File: src/hw/irs_defines.svh
/*
 * Register offsets, reset values, bit positions and vectors of the
 * interrupt and reset-status block.
 * Assumes inclusion by bare name from the package and the design file.
 */
`ifndef IRS_DEFINES_SVH
`define IRS_DEFINES_SVH

// Register space (data side)
`define IRS_OFF_STATUS 8'h03
`define IRS_OFF_FLAGS 8'h0f
`define IRS_OFF_RAM_LO 8'h10
`define IRS_OFF_RAM_HI 8'h2f
// Control space
`define IRS_OFF_IOC_A 8'h0a
`define IRS_OFF_PULL_DN 8'h0b
`define IRS_OFF_OPEN_DR 8'h0c
`define IRS_OFF_PULL_HI 8'h0d
`define IRS_OFF_WDT_EDGE 8'h0e
`define IRS_OFF_MASK 8'h0f

// Reset values
`define IRS_RST_IOC_A 8'hff
`define IRS_RST_PULL_DN 8'hff
`define IRS_RST_OPEN_DR 8'h00
`define IRS_RST_PULL_HI 8'hff
`define IRS_RST_IRQ3 3'h0

// Bit positions
`define IRS_BIT_TMR 0
`define IRS_BIT_CHG 1
`define IRS_BIT_EXT 2
`define IRS_BIT_WATCHDOG_ENABLE_BIT 7
`define IRS_BIT_EIS 6
`define IRS_BIT_ROC 4
`define IRS_BIT_TO 4
`define IRS_BIT_PD 3
`define IRS_BIT_PIN0 0

// Vectors
`define IRS_VEC_HW 11'h008
`define IRS_VEC_SW 11'h001

// Widths
`define IRS_RAM_WORDS 32
`define IRS_NIRQ 3

`endif

File: src/hw/irs_pkg.sv
/*
 * Types shared by the interrupt and reset-status block.
 * Assumes irs_defines.svh is on the include path.
 */
package irs_pkg;
  `include "irs_defines.svh"

  // Run/sleep sequencing, one-hot
  typedef enum logic [1:0] {
    IRS_RUN = 2'b01,
    IRS_SLEEP = 2'b10
  } irs_state_e;

  // Register port request from the core
  typedef struct packed {
    logic rd;
    logic wr;
    logic ctrl;
    logic [7:0] addr;
    logic [7:0] wdata;
  } irs_bus_s;

  // Decoded instruction pulses from the core
  typedef struct packed {
    logic enable_interrupts_instr;
    logic disable_interrupts_instr;
    logic return_from_interrupt_instr;
    logic sleep;
    logic watchdog_clear_instr;
    logic swint;
  } irs_instr_s;

  // Vector request to the sequencer
  typedef struct packed {
    logic valid;
    logic [10:0] addr;
  } irs_vec_s;
endpackage : irs_pkg

File: src/hw/irs_top.sv
/*
 * Interrupt flags, masks, global enable, vectoring, sleep/wake and
 * time-out/power-down status of a small 8-bit controller.
 * Assumes the core gives one-cycle instruction pulses, an instruction
 * boundary strobe, and all inputs synchronous to I_REF_CLK.
 */
`timescale 1ns/1ps
`include "irs_defines.svh"

// What this block does
// Three sources: timer overflow, port change, falling edge on external pin.
// Flag register at 0x0F, bits 0..2, cleared by resets, kept on wake.
// Mask register in control space 0x0F, cleared by resets, kept on wake.
// Timer and external flags set always; port-change flag only when enabled.
// Flag register reads as flags AND masks.
// Enable instruction sets global enable; disable instruction clears it.
// Enabled unmasked interrupt with global enable vectors to 008H.
// Return-from-interrupt sets global enable like the enable instruction.
// Software interrupt instruction, when enabled, vectors to 001H.
// Input pins raise port change; outputs and active external pin excluded.
// Software reads the port before enabling port-change interrupt.
// Enabled port change wakes from sleep; resume next or vector 008H.
// Service routine clears its flag before returning or re-enabling.
// Reset on power-on, reset-pin high-low-high pulse, or watchdog time-out.
// Reset-cause time-out and power-down flags follow the reset kind.
// Watchdog clear sets both; sleep sets 1,0; time-out clears time-out.
// Control 0x0E resets bit7 to 1, bits 6,4 to 0; wake forces bit7.
// Sleep instruction enters power-down; running watchdog cleared, keeps counting.
// Software enables only one wake source before sleeping.
// Sample at instruction boundaries; clear global enable when vectoring.
module irs_top (
  input wire logic I_REF_CLK,
  input wire logic I_RST,
  input wire irs_pkg::irs_bus_s I_BUS,
  output logic [7:0] O_RDATA,
  input wire irs_pkg::irs_instr_s I_INSTR,
  input wire logic I_BOUNDARY,
  input wire logic I_TMR_OVF,
  input wire logic [7:0] I_PORT,
  input wire logic I_PORT_RD,
  input wire logic I_RESET_PIN_N,
  input wire logic I_WDT_TIMEOUT,
  output irs_pkg::irs_vec_s O_VECTOR,
  output logic O_WAKE,
  output logic O_SLEEPING,
  output logic O_CORE_RST,
  output logic O_GIE,
  output logic O_TO,
  output logic O_PD,
  output logic O_WDT_EN,
  output logic O_WDT_CLR,
  output logic [7:0] O_IOC_A,
  output logic [7:0] O_PULL_DN,
  output logic [7:0] O_OPEN_DR,
  output logic [7:0] O_PULL_HI,
  output logic O_EXT_SEL,
  output logic O_ROPT
);
  import irs_pkg::*;

  ////////////////////////////////////////////////////////////////////////////
  // Decode helpers
  // Match one offset in one space for a strobe
  function automatic logic hit(input logic stb, input logic ctl, input logic [7:0] off);
    hit = stb && (I_BUS.ctrl == ctl) && (I_BUS.addr == off);
  endfunction : hit

  irs_state_e state_r;
  logic pin_n_r, warm_pin, warm_rst, gie_r, to_r, pd_r, watchdog_enable_bit_r, eis_r, roc_r, ext_pin_r;
  logic port_chg, ext_fall, wake, take_hw, take_sw, ram_rd, ram_wr;
  logic [2:0] flag_r, mask_r, flag_set;
  logic [7:0] ioc_a_r, pull_dn_r, open_dr_r, pull_hi_r, port_ref_r, in_pins, rdata_nxt;
  logic [4:0] ram_idx;
  logic [7:0] ram [`IRS_RAM_WORDS];

  ////////////////////////////////////////////////////////////////////////////
  // Reset sources
  // Pin reset fires on the return high, so a held-low pin keeps the core parked
  assign warm_pin = I_RESET_PIN_N && !pin_n_r;
  assign warm_rst = warm_pin || I_WDT_TIMEOUT;

  always_ff @(posedge I_REF_CLK or posedge I_RST) begin
    if (I_RST) begin
      pin_n_r <= 1'b1;
    end else begin
      pin_n_r <= I_RESET_PIN_N;
    end
  end

  // Core held in reset while the pin is low and for the firing cycle
  always_ff @(posedge I_REF_CLK or posedge I_RST) begin
    if (I_RST) begin
      O_CORE_RST <= 1'b1;
    end else begin
      O_CORE_RST <= !I_RESET_PIN_N || warm_rst;
    end
  end

  ////////////////////////////////////////////////////////////////////////////
  // Event detection
  // External pin takes bit 0 away from change detection while selected
  assign in_pins = ioc_a_r & ~({7'h00, eis_r});
  assign port_chg = |((I_PORT ^ port_ref_r) & in_pins);
  assign ext_fall = eis_r && ext_pin_r && !I_PORT[`IRS_BIT_PIN0];
  assign flag_set[`IRS_BIT_TMR] = I_TMR_OVF;
  assign flag_set[`IRS_BIT_CHG] = port_chg && mask_r[`IRS_BIT_CHG];
  assign flag_set[`IRS_BIT_EXT] = ext_fall;
  assign wake = (state_r == IRS_SLEEP) && flag_set[`IRS_BIT_CHG];

  // Reference levels only move on a port read, so software must read first
  always_ff @(posedge I_REF_CLK or posedge I_RST) begin
    if (I_RST) begin
      port_ref_r <= 8'h00;
      ext_pin_r <= 1'b1;
    end else begin
      ext_pin_r <= I_PORT[`IRS_BIT_PIN0];
      if (I_PORT_RD) begin
        port_ref_r <= I_PORT;
      end
    end
  end

  ////////////////////////////////////////////////////////////////////////////
  // Flags and masks
  // A new event wins over a software clear in the same cycle
  always_ff @(posedge I_REF_CLK or posedge I_RST) begin
    if (I_RST) begin
      flag_r <= `IRS_RST_IRQ3;
    end else if (warm_rst) begin
      flag_r <= `IRS_RST_IRQ3;
    end else if (hit(I_BUS.wr, 1'b0, `IRS_OFF_FLAGS)) begin
      flag_r <= I_BUS.wdata[2:0] | flag_set;
    end else begin
      flag_r <= flag_r | flag_set;
    end
  end
  always_ff @(posedge I_REF_CLK or posedge I_RST) begin
    if (I_RST) begin
      mask_r <= `IRS_RST_IRQ3;
    end else if (warm_rst) begin
      mask_r <= `IRS_RST_IRQ3;
    end else if (hit(I_BUS.wr, 1'b1, `IRS_OFF_MASK)) begin
      mask_r <= I_BUS.wdata[2:0];
    end
  end

  ////////////////////////////////////////////////////////////////////////////
  // Global enable and vectoring
  // Pending flags are taken only at a boundary; software and wake vectors need no boundary
  assign take_hw = (state_r == IRS_RUN) && I_BOUNDARY && gie_r && |(flag_r & mask_r);
  assign take_sw = (state_r == IRS_RUN) && I_INSTR.swint && gie_r && !take_hw;

  always_ff @(posedge I_REF_CLK or posedge I_RST) begin
    if (I_RST) begin
      gie_r <= 1'b0;
    end else if (warm_rst) begin
      gie_r <= 1'b0;
    end else if (take_hw || take_sw || (wake && gie_r)) begin
      gie_r <= 1'b0;
    end else if (I_INSTR.enable_interrupts_instr || I_INSTR.return_from_interrupt_instr) begin
      gie_r <= 1'b1;
    end else if (I_INSTR.disable_interrupts_instr) begin
      gie_r <= 1'b0;
    end
  end

  // Vector pulse: hardware 008H beats software 001H
  always_ff @(posedge I_REF_CLK or posedge I_RST) begin
    if (I_RST) begin
      O_VECTOR <= '0;
    end else if ((take_hw || (wake && gie_r)) && !warm_rst) begin
      O_VECTOR <= '{valid: 1'b1, addr: `IRS_VEC_HW};
    end else if (take_sw && !warm_rst) begin
      O_VECTOR <= '{valid: 1'b1, addr: `IRS_VEC_SW};
    end else begin
      O_VECTOR <= '0;
    end
  end

  ////////////////////////////////////////////////////////////////////////////
  // Sleep sequencing
  always_ff @(posedge I_REF_CLK or posedge I_RST) begin
    if (I_RST) begin
      state_r <= IRS_RUN;
    end else if (warm_rst) begin
      state_r <= IRS_RUN;
    end else begin
      unique case (state_r)
        IRS_RUN: begin
          if (I_INSTR.sleep) begin
            state_r <= IRS_SLEEP;
          end
        end
        IRS_SLEEP: begin
          if (wake) begin
            state_r <= IRS_RUN;
          end
        end
        default: begin
          state_r <= IRS_RUN;
        end
      endcase
    end
  end

  // Wake pulse tells the core to resume; with enable set a vector rides along
  always_ff @(posedge I_REF_CLK or posedge I_RST) begin
    if (I_RST) begin
      O_WAKE <= 1'b0;
    end else begin
      O_WAKE <= wake && !warm_rst;
    end
  end
  // Watchdog counter lives outside; clearing it does not stop it
  always_ff @(posedge I_REF_CLK or posedge I_RST) begin
    if (I_RST) begin
      O_WDT_CLR <= 1'b0;
    end else begin
      O_WDT_CLR <= (state_r == IRS_RUN) && (I_INSTR.watchdog_clear_instr || I_INSTR.sleep);
    end
  end

  ////////////////////////////////////////////////////////////////////////////
  // Time-out and power-down status
  always_ff @(posedge I_REF_CLK or posedge I_RST) begin
    if (I_RST) begin
      to_r <= 1'b1;
      pd_r <= 1'b1;
    end else if (I_WDT_TIMEOUT) begin
      to_r <= 1'b0;
      if (state_r == IRS_SLEEP) begin
        pd_r <= 1'b0;
      end
    end else if (warm_pin) begin
      if (state_r == IRS_SLEEP) begin
        to_r <= 1'b1;
        pd_r <= 1'b0;
      end
    end else if (wake) begin
      to_r <= 1'b1;
      pd_r <= 1'b0;
    end else if ((state_r == IRS_RUN) && I_INSTR.watchdog_clear_instr) begin
      to_r <= 1'b1;
      pd_r <= 1'b1;
    end else if ((state_r == IRS_RUN) && I_INSTR.sleep) begin
      to_r <= 1'b1;
      pd_r <= 1'b0;
    end
  end

  ////////////////////////////////////////////////////////////////////////////
  // Control-space registers
  always_ff @(posedge I_REF_CLK or posedge I_RST) begin
    if (I_RST) begin
      watchdog_enable_bit_r <= 1'b1;
      eis_r <= 1'b0;
      roc_r <= 1'b0;
    end else if (warm_rst) begin
      watchdog_enable_bit_r <= 1'b1;
      eis_r <= 1'b0;
      roc_r <= 1'b0;
    end else if (wake) begin
      watchdog_enable_bit_r <= 1'b1;
    end else if (hit(I_BUS.wr, 1'b1, `IRS_OFF_WDT_EDGE)) begin
      watchdog_enable_bit_r <= I_BUS.wdata[`IRS_BIT_WATCHDOG_ENABLE_BIT];
      eis_r <= I_BUS.wdata[`IRS_BIT_EIS];
      roc_r <= I_BUS.wdata[`IRS_BIT_ROC];
    end
  end
  // Pad controls: kept across wake, restored by any reset
  always_ff @(posedge I_REF_CLK or posedge I_RST) begin
    if (I_RST) begin
      ioc_a_r <= `IRS_RST_IOC_A;
      pull_dn_r <= `IRS_RST_PULL_DN;
      open_dr_r <= `IRS_RST_OPEN_DR;
      pull_hi_r <= `IRS_RST_PULL_HI;
    end else if (warm_rst) begin
      ioc_a_r <= `IRS_RST_IOC_A;
      pull_dn_r <= `IRS_RST_PULL_DN;
      open_dr_r <= `IRS_RST_OPEN_DR;
      pull_hi_r <= `IRS_RST_PULL_HI;
    end else begin
      if (hit(I_BUS.wr, 1'b1, `IRS_OFF_IOC_A)) begin
        ioc_a_r <= I_BUS.wdata;
      end
      if (hit(I_BUS.wr, 1'b1, `IRS_OFF_PULL_DN)) begin
        pull_dn_r <= I_BUS.wdata;
      end
      if (hit(I_BUS.wr, 1'b1, `IRS_OFF_OPEN_DR)) begin
        open_dr_r <= I_BUS.wdata;
      end
      if (hit(I_BUS.wr, 1'b1, `IRS_OFF_PULL_HI)) begin
        pull_hi_r <= I_BUS.wdata;
      end
    end
  end

  ////////////////////////////////////////////////////////////////////////////
  // General-purpose RAM, no reset: contents survive every reset kind
  assign ram_idx = I_BUS.addr[4:0];
  assign ram_wr = I_BUS.wr && !I_BUS.ctrl && (I_BUS.addr >= `IRS_OFF_RAM_LO) && (I_BUS.addr <= `IRS_OFF_RAM_HI);
  assign ram_rd = I_BUS.rd && !I_BUS.ctrl && (I_BUS.addr >= `IRS_OFF_RAM_LO) && (I_BUS.addr <= `IRS_OFF_RAM_HI);
  always_ff @(posedge I_REF_CLK) begin
    if (ram_wr) begin
      ram[ram_idx] <= I_BUS.wdata;
    end
  end

  ////////////////////////////////////////////////////////////////////////////
  // Read path: data stand for one cycle, zero otherwise or when unmapped
  always_comb begin
    rdata_nxt = 8'h00;
    if (ram_rd) begin
      rdata_nxt = ram[ram_idx];
    end else if (hit(I_BUS.rd, 1'b0, `IRS_OFF_FLAGS)) begin
      rdata_nxt = {5'h00, flag_r & mask_r};
    end else if (hit(I_BUS.rd, 1'b0, `IRS_OFF_STATUS)) begin
      rdata_nxt[`IRS_BIT_TO] = to_r;
      rdata_nxt[`IRS_BIT_PD] = pd_r;
    end else if (hit(I_BUS.rd, 1'b1, `IRS_OFF_MASK)) begin
      rdata_nxt = {5'h00, mask_r};
    end else if (hit(I_BUS.rd, 1'b1, `IRS_OFF_WDT_EDGE)) begin
      rdata_nxt[`IRS_BIT_WATCHDOG_ENABLE_BIT] = watchdog_enable_bit_r;
      rdata_nxt[`IRS_BIT_EIS] = eis_r;
      rdata_nxt[`IRS_BIT_ROC] = roc_r;
    end else if (hit(I_BUS.rd, 1'b1, `IRS_OFF_IOC_A)) begin
      rdata_nxt = ioc_a_r;
    end else if (hit(I_BUS.rd, 1'b1, `IRS_OFF_PULL_DN)) begin
      rdata_nxt = pull_dn_r;
    end else if (hit(I_BUS.rd, 1'b1, `IRS_OFF_OPEN_DR)) begin
      rdata_nxt = open_dr_r;
    end else if (hit(I_BUS.rd, 1'b1, `IRS_OFF_PULL_HI)) begin
      rdata_nxt = pull_hi_r;
    end
  end

  always_ff @(posedge I_REF_CLK or posedge I_RST) begin
    if (I_RST) begin
      O_RDATA <= 8'h00;
    end else begin
      O_RDATA <= rdata_nxt;
    end
  end
  // Plain register views
  assign O_SLEEPING = (state_r == IRS_SLEEP);
  assign O_GIE = gie_r;
  assign O_TO = to_r;
  assign O_PD = pd_r;
  assign O_WDT_EN = watchdog_enable_bit_r;
  assign O_IOC_A = ioc_a_r;
  assign O_PULL_DN = pull_dn_r;
  assign O_OPEN_DR = open_dr_r;
  assign O_PULL_HI = pull_hi_r;
  assign O_EXT_SEL = eis_r;
  assign O_ROPT = roc_r;
endmodule : irs_top

File: config.mk
export PLATFORM = sky130hd
export DESIGN_NAME = irs_top
export DESIGN_NICKNAME = d
export VERILOG_FILES = /design/src/hw/irs_pkg.sv /design/src/hw/irs_top.sv
export VERILOG_INCLUDE_DIRS = /design/src /design/src/hw
export SDC_FILE = /design/constraint.sdc
export NUM_CORES = 1
export LEC_CHECK = 0
export ABC_CLOCK_PERIOD_IN_PS = 2400
export BUFFER_PORTS_ARGS = -buffer_cell sky130_fd_sc_hd__buf_2
export CAP_MARGIN = 10
export CORE_UTILIZATION = 55
export CTS_CLUSTER_DIAMETER = 80
export DETAILED_ROUTE_END_ITERATION = 10
export GPL_TIMING_DRIVEN = 1
export PLACE_DENSITY = 0.81
export RECOVER_POWER = 50
export SYNTH_ARGS = -nofsm -noshare
export SYNTH_HDL_FRONTEND = slang
export SYNTH_SLANG_ARGS = --single-unit
File: constraint.sdc
create_clock -name I_REF_CLK -period 2.4 [get_ports I_REF_CLK]
set_clock_uncertainty 0.05 [all_clocks]
set_input_delay 0.48 -clock I_REF_CLK [delete_from_list [all_inputs] [get_ports I_REF_CLK]]
set_output_delay 0.48 -clock I_REF_CLK [all_outputs]
set_load 0.03 [all_outputs]
# After elaboration in Yosys (flattened, before gate mapping)

Memory sizes are Yosys's and may differ from the RTL's.
Index checks and enable logic that the tools add are counted.

Bits in registers: 79
Latch bits: 0
Memory bits (writable): 256
Memory bits (read-only): 0
Bits of input ports: 40
Output and inout port bits: 62
Logic and storage cells: 175
Memories kept: 1

Add/subtract/negate cells: 0
$mul: 0
Div/mod/pow operators: 0
Order comparisons: 2
Eq/ne operators: 13
Shifts and indexed selects: 0
Multiplexer cells: 59
Bitwise gates (word level): 8
Reductions and logical operators: 70

Memory list:

| memory | words | width | rd ports | clocked after Yosys merged registers in | wr ports | RTL line      | text |
|---|---|---|---|---|---|---|---|
| ram    | 32    | 8     | 1        | 0                                       | 1        | irs_top.sv:74 | `` logic [7:0] ram [`IRS_RAM_WORDS]; `` |

Operators by type and width:

| kind                                                                                | count |
|---|---|
| 8-bit two-way mux                                                                   | 15 |
| 8-bit by 4-bit equality test with 1-bit output, second input constant               | 6 |
| 1-bit logical AND                                                                   | 43 |
| 1-bit two-way mux                                                                   | 29 |
| 12-bit two-way mux                                                                  | 2 |
| 3-bit two-way mux                                                                   | 6 |
| 8-bit AND                                                                           | 2 |
| 2-bit nonzero test                                                                  | 6 |
| 2-bit two-way mux                                                                   | 5 |
| 8-bit by 2-bit equality test with 1-bit output, second input constant               | 1 |
| 8-bit by 5-bit greater-or-equal comparator with 1-bit output, second input constant | 1 |
| 8-bit by 6-bit less-or-equal comparator with 1-bit output, second input constant    | 1 |
| 1-bit inverter with 8-bit output                                                    | 1 |
| 8-bit OR reduction                                                                  | 1 |
| 8-bit bitwise XOR                                                                   | 1 |
| 1-bit logical OR                                                                    | 7 |
| 1-bit logical NOT                                                                   | 6 |
| 3-bit != test, second input constant                                                | 2 |
| 3-bit bitwise OR                                                                    | 2 |
| 2-bit AND reduction                                                                 | 3 |
| 5-bit nonzero test                                                                  | 1 |
| 4-bit two-way mux                                                                   | 1 |
| 2-bit case mux with 2 select lines                                                  | 1 |
| 4-bit nonzero test                                                                  | 1 |
| 8 further kinds                                                                     | 8 |

# Logic depth before layout (Yosys ltp)

Gate-level depths: netlist of the first run.

Depth after elaboration: 11
Gate-level depth with buffers: 9
Mapped depth without buffers: 5

# Least setup slack after synthesis of the first run

Ideal clock, no wire load.

Path type: input to register
From: in I_BUS[9] (netlist bit)
To: mem ram[14][0], enable pin
Setup time: 383 ps
Arrival: 2083 ps
Required time: 1967 ps
Setup slack: -116 ps
Cell stages on the path: 6
Path buffers: 4
Cells stage by stage: buf_4 -> buf_4 -> buf_4 -> buf_4 -> nand3_1 -> nor3_1

Word-level cells in the longest chain between the ends: 5
Elaborated cells between the ends (all ways): 6
Classes of those cells: order compare: 2; mux: 2; reduce/logical: 2

Ends and longest elaborated chain:

| item                                                                          | RTL line       | text |
|---|---|---|
| from (decl)                                                                   | irs_top.sv:34  | `input wire irs_pkg::irs_bus_s I_BUS,` |
| 8-bit by 5-bit greater-or-equal comparator with 1-bit output (no source line) | --             |  |
| 1-bit logical AND (2 in series)                                               | irs_top.sv:301 | `` assign ram_wr = I_BUS.wr && !I_BUS.ctrl && (I_BUS.addr >= `IRS_OFF_RAM_LO) && (I_BUS.addr <= `IRS_OFF_RAM_HI); `` |
| 1-bit two-way mux                                                             | irs_top.sv:304 | `if (ram_wr) begin` |
| 1-bit two-way mux (not written as such)                                       | irs_top.sv:305 | `ram[ram_idx] <= I_BUS.wdata;` |
| to (decl)                                                                     | irs_top.sv:74  |  |

Several ways; a longest one is shown, not always the timed one.

# Worst setup path after layout of the first run

From: in I_BUS[8] (netlist bit)
To: reg O_RDATA[1]

Word-level cells in the longest chain between the ends: 11
Elaborated cells between the ends (all ways): 29
Classes of those cells: order compare: 2; eq/ne: 7; mux: 9; reduce/logical: 10; memory: 1

Ends and longest elaborated chain:

| item                                           | RTL line       | text |
|---|---|---|
| 8-bit by 4-bit equality test with 1-bit output | irs_top.sv:65  | `hit = stb && (I_BUS.ctrl == ctl) && (I_BUS.addr == off);` |
| 1-bit logical AND                              | irs_top.sv:65  |  |
| 8-bit two-way mux                              | irs_top.sv:332 | `` end else if (hit(I_BUS.rd, 1'b1, `IRS_OFF_PULL_HI)) begin `` |
| 8-bit two-way mux                              | irs_top.sv:330 | `` end else if (hit(I_BUS.rd, 1'b1, `IRS_OFF_OPEN_DR)) begin `` |
| 8-bit two-way mux                              | irs_top.sv:328 | `` end else if (hit(I_BUS.rd, 1'b1, `IRS_OFF_PULL_DN)) begin `` |
| 8-bit two-way mux                              | irs_top.sv:326 | `` end else if (hit(I_BUS.rd, 1'b1, `IRS_OFF_IOC_A)) begin `` |
| 4-bit two-way mux                              | irs_top.sv:322 | `` end else if (hit(I_BUS.rd, 1'b1, `IRS_OFF_WDT_EDGE)) begin `` |
| 8-bit two-way mux                              | irs_top.sv:320 | `` end else if (hit(I_BUS.rd, 1'b1, `IRS_OFF_MASK)) begin `` |
| 3-bit two-way mux                              | irs_top.sv:317 | `` end else if (hit(I_BUS.rd, 1'b0, `IRS_OFF_STATUS)) begin `` |
| 8-bit two-way mux                              | irs_top.sv:315 | `` end else if (hit(I_BUS.rd, 1'b0, `IRS_OFF_FLAGS)) begin `` |
| 8-bit two-way mux *                            | irs_top.sv:313 | `if (ram_rd) begin` |
| via rdata_nxt[1]                               | irs_top.sv:72  | `logic [7:0] ioc_a_r, pull_dn_r, open_dr_r, pull_hi_r, port_ref_r, in_pins, rdata_nxt;` |
| to (signal assigned)                           | irs_top.sv:341 | `O_RDATA <= rdata_nxt;` |
| to (decl)                                      | irs_top.sv:35  | `output logic [7:0] O_RDATA,` |

Mark *: on every way through the listed nets, which the timed path passes. The rest lies on a longest branch.
A chain may end at the register's enable or synchronous reset.

==> qor.yml, run 1 <==
rsz0062_at_grt: "false"
period_minus_slack_ps: 2170
drtAntennaViolNets: 0
viasPerCell: 6.28
hold_violations: 0
rrSetupSlack_ps: 350
clk_pin_slew_ps: 60
placed_cells: 1308
synth_xor_area_frac: 0.00577
vias: 8585
hold_ws_ps: 63.7
start_kind: "primary input"
clock-sinks: 326
portBuffers: 92
ctsResizeCount: 0
synth_edf_count: 256
cp.depth: 8
r2r_cells: 5
cp-end-kind: "register"
cp_cell_sequence: "buf_2 > buf_12 > buf_4 > nand3b_1 > o22ai_1 > a211oi_1 > a221o_1 > o221ai_1"
finalNetCount: 1060
arrival_ps: 2530
post-cts-setup-buffers: 0
synthArstFlopShare: 0.215
pre_cts_ws_ps: -224
path_class: "primary input to register"
fin_setup_tns_ps: 0
globalRouteOverflowTotal: 0
cp_max_fo: 18
seq_area_mm2: 0.00948
finalWirelength_um: 35100
wire_per_inst_um: 25.7
grt_pass1_vias: 8618
maxSlewHeadroom: -0.380
die_h_um: 160
crit_path_end: "O_RDATA[1]"
setup_slack_ps: 229
critPathTopFamily: "compound AO/OA/AOI/OAI gates"
initial_utilization: 0.562
pin_count: 102
fmax_mhz: 461
drc: 0
clockRootBuffer: "clkbuf_16"
synth.avg_cell_area_um2: 16.3
ir_worst_vdd_v: 0.000582
power_mw: 12.1
final_common_cell: "edfxtp_1"
die_w_um: 160
grt_pass1_wl_um: 53000
ys.flop_type: "edfxtp_1"
fillerInstances: 1592
synthMuxAreaShare: 0.140
drive_gt1_frac: 0.317
synth-seq-cells: 326
clk_latency_ps: 510
cap_violations: 6
synthAdderAreaFrac: 0
cts_hold_buf: 0
area_delta_synth_final_pct: 18.5
layout_common_cells: "edfxtp_1, buf_4, nand2_1"
synth-compound-area-share: 0.0568
antenna_found_initial: 0
drtPass1Iterations: 7
grt_max_degree: 71
startpoint: "I_BUS[8]"
synth-simple-area-share: 0.0791
setup_viol: 0
gp_congestion: 0.995
worst_pin_slew_ps: 2070
fin_cells: 1367
clockBufferDepth: 3
yosysSeqAreaShare: 0.693
mappedNetlistArea_mm2: 0.0137
failed_checks: "capacitance limit, slew limit"
drv_slew: 259
cp_num_buf_inv: 3
fp.coreArea_mm2: 0.0243
leakage_nw: 5.71
r2r-end: "O_RDATA[5]"
cp_slowest_cell: "nand3b_1"
num_rows: 57
dp_hpwl_um: 23700
required_ps: 2760
syn_inst: 836
status: "finished, violations left"
ys_types: 63
cts_made_buffers: 34
grt_usage: 0.281
cpPeakStageDelay_ps: 390
drtIter0Drc: 1092
pwr_density_cell_mw_per_mm2: 747
synth_top_family_by_area: "multiplexers"
synth_warnings: 0
n_antenna_cell: 0
hold_path.class: "primary input to register"
post-route-period-util: 0.904
cts_tree: "yes"
h-tree-depth: 2
multi_input_area_mm2: 0.00389
die_area_mm2: 0.0255
timing.rr.start: "ram[24][5]"
synth_stat cells (10+ instances only):
master	count	area share
mux2_2	12	0.0099
mux4_2	54	0.089
buf_4	17	0.0093
a21oi_1	18	0.0066
edfxtp_1	256	0.56
mux2i_1	56	0.041
nand2_1	70	0.019
a22oi_1	12	0.0066
nor2_1	50	0.014
buf_2	15	0.0055
clkbuf_1	18	0.0049
inv_1	10	0.0027
nand3_1	25	0.0092
dfstp_2	31	0.060
dfrtp_1	39	0.071
nor3_1	15	0.0055
a211oi_1	10	0.0055
cells by family after synthesis:
group,after synthesis
multiplexers,122
flip-flops,326
buffers and inverters,64
AND/OR/NAND/NOR,208
other,1
AO/OA/AOI/OAI,106
XOR/XNOR,9
sequential cells by signal, summed over array words and instances, names as in the netlist, 8 cells and up:
signal,flops
port_ref_r,8
O_OPEN_DR,8
O_PULL_DN,8
ram,256
O_RDATA,8
O_IOC_A,8
O_PULL_HI,8
per-layer routing:
metal / global-route usage / vias to the layer above / part of all wire
met5: 0 / - / 0
met4: 0.123 / 0 / 0.040
met3: 0.0499 / 90 / 0.092
met2: 0.454 / 524 / 0.48
met1: 0.379 / 4330 / 0.38
li1: - / 3641 / -
worst min-delay path by stage:
stage                  start            end  slack, ps  cells after the start
2_1_floorplan      I_PORT[0]      ext_pin_r        430                      0
3_3_place_gp    O_PULL_DN[0]   O_PULL_DN[0]        440                      2
3_5_place_dp    O_PULL_DN[2]   O_PULL_DN[2]        440                      2
4_1_cts                I_RST  port_ref_r[7]         20                      3
5_1_grt            I_PORT[0]      ext_pin_r         60                      1
6_report       I_RESET_PIN_N        pin_n_r         60                      1
per-stage QoR:
step / cell area, µm² / utilization
3_3_place_gp: 15200 / 0.623
3_5_place_dp: 15200 / 0.623
2_1_floorplan: 13700 / -
5_1_grt: 16200 / 0.666
4_1_cts: 16300 / 0.668
6_report: 16200 / 0.666
report_power, final:
part           switching (mW)  internal (mW)
Clock                    2.11           3.03
Combinational           0.502          0.277
Sequential             0.0260           6.15
layout make-up:
cell class                 instances  share of cell area
multi-input combinational        454               0.240
sequential                       326               0.585
timing repair buffer             194              0.0793
clock buffer                      43              0.0585
inverter                          10             0.00232
clock inverter                    16             0.00950
tap                              324              0.0250
Note: power is estimated with default switching activity, not from simulation.
==> run 2, diff against run 1 <==
Settings changed: CORE_ASPECT_RATIO set to 0.7, SETUP_SLACK_MARGIN set to 0.15.
==> run 2 against run 1 <==
Compared with the run above:
- combinational power grew 6.9%
- clock-buffer cell count down 9
- critical path depth down 5
- the flow still finishes with violations (capacitance limit, slew limit)
- sequential share of layout area is 0.054 points higher
- cell count grew 0.44%
- non-clock buffer count rose by 20
- worst setup slack better by 39 ps
==> qor.yml, run 2 (synthesis gave the netlist of run 1 again) <==
fp.coreArea_mm2: 0.0240
required_ps: 1870
fin_setup_tns_ps: 0
gp_congestion: 0.959
viasPerCell: 6.51
die_area_mm2: 0.0255
grt_pass1_vias: 8778
largest_reg_flops: 256
cp_slowest_cell: "dfstp_2"
cp_num_buf_inv: 2
finalNetCount: 1075
pin_count: 102
dp_hpwl_um: 25700
r2r-end: "O_RDATA[5]"
cp_max_fo: 6
power_frac_comb: 0.072
status: "finished, violations left"
r2r_cells: 5
power_mw: 11.6
portBuffers: 92
rsz0062_at_grt: "false"
layout_common_cells: "edfxtp_1, buf_4, buf_2"
drtAntennaViolNets: 0
clockRootBuffer: "clkbuf_16"
wire_per_inst_um: 27.8
maxSlewHeadroom: -0.340
die_h_um: 134
clk_pin_slew_ps: 70
start_kind: "register"
post-route-period-util: 0.888
initial_utilization: 0.570
critPathTopFamily: "flip-flops"
setup_viol: 0
place_area_mm2: 0.0153
power_frac_seq: 0.531
pwr_density_cell_mw_per_mm2: 718
clk_latency_ps: 590
grt_max_degree: 49
grt_pass1_wl_um: 56300
fillerInstances: 1592
num_rows: 47
drtPass1Iterations: 5
cts_tree: "yes"
timing.rr.start: "ram[27][5]"
leakage_nw: 5.75
area_delta_synth_final_pct: 18.4
switching_share: 0.227
failed_checks: "capacitance limit, slew limit"
drtIter0Drc: 1227
cp-end-kind: "output port"
die_w_um: 190
cts_hold_buf: 4
p_int_mw: 8.99
grt_usage: 0.308
setup_slack_ps: 268
vias: 8939
crit_path_end: "O_SLEEPING"
path_class: "register to output port"
clock-sinks: 326
p_switching_mw: 2.64
cp.depth: 3
arrival_ps: 1600
cp_cell_sequence: "nand2b_1 > inv_1 > buf_2"
ir_worst_vdd_v: 0.000739
period_minus_slack_ps: 2130
h-tree-depth: 1
antenna_found_initial: 1
cts_made_buffers: 29
power_frac_clock: 0.397
rrSetupSlack_ps: 340
clockBufferDepth: 3
worst_pin_slew_ps: 2010
startpoint: "state_r[0]"
finalWirelength_um: 38100
final_common_cell: "edfxtp_1"
fmax_mhz: 469
design_area_mm2: 0.0162
globalRouteOverflowTotal: 0
cpPeakStageDelay_ps: 520
holdPathStages: 3
pre_cts_ws_ps: -148
drv_slew: 188
cap_violations: 5
post-cts-setup-buffers: 0
drive_gt1_frac: 0.331
ctsResizeCount: 0
largest_register: "ram"
hold_violations: 0
hold_path.class: "primary input to register"
n_antenna_cell: 0
drc: 0
==> run 2: area by class of cell <==
class	instances	area, µm²	area share
multi-input cells	454	3920	0.242
inverters	10	37.5	0.00232
clock inverters	17	171	0.0106
repair buffers	214	1440	0.0888
clock buffers	34	744	0.0460
flip-flops and latches	326	9480	0.586
well taps	318	398	0.0246
==> run 2: worst min path at each step <==
stage                       startpoint           end  slack (ps)
final                       I_INSTR[0]   O_VECTOR[0]          70
after CTS                   I_INSTR[0]   O_VECTOR[0]          60
after floorplan              I_PORT[0]     ext_pin_r         430
after global placement    O_PULL_DN[7]  O_PULL_DN[7]         440
after global routing        I_INSTR[0]   O_VECTOR[0]          70
after detailed placement  O_PULL_DN[6]  O_PULL_DN[6]         450
==> run 2: metrics by stage <==
stage	hold slack (ps)	utilization	cells
final	72.0	0.674	1373
after global routing	72.6	0.674	1373
after CTS	58.3	0.677	1373
after detailed placement	445	0.638	1318
after global placement	441	0.638	1318
after floorplan	434	-	844
==> run 2: tightest hold or removal path: stages <==
cell	delay, ps
buf_2	100
nand2_1	50
nor3_1	40
==> run 2: power by group through the flow <==
stage	clock (mW)	sequential, mW	combinational [mW]
2_1_floorplan	0	6.31	0.422
3_3_place_gp	0	6.28	0.797
3_5_place_dp	0	6.28	0.816
4_1_cts	4.65	6.17	0.835
5_1_grt	4.87	6.17	0.881
6_report	4.62	6.17	0.834
==> run 2: per-layer routing <==
metal	up-vias	track usage	wire length, µm
li1	3646	-	-
met1	4547	0.466	15200
met2	664	0.443	16900
met3	82	0.0916	5190
met4	0	0.0720	832
met5	-	0	0
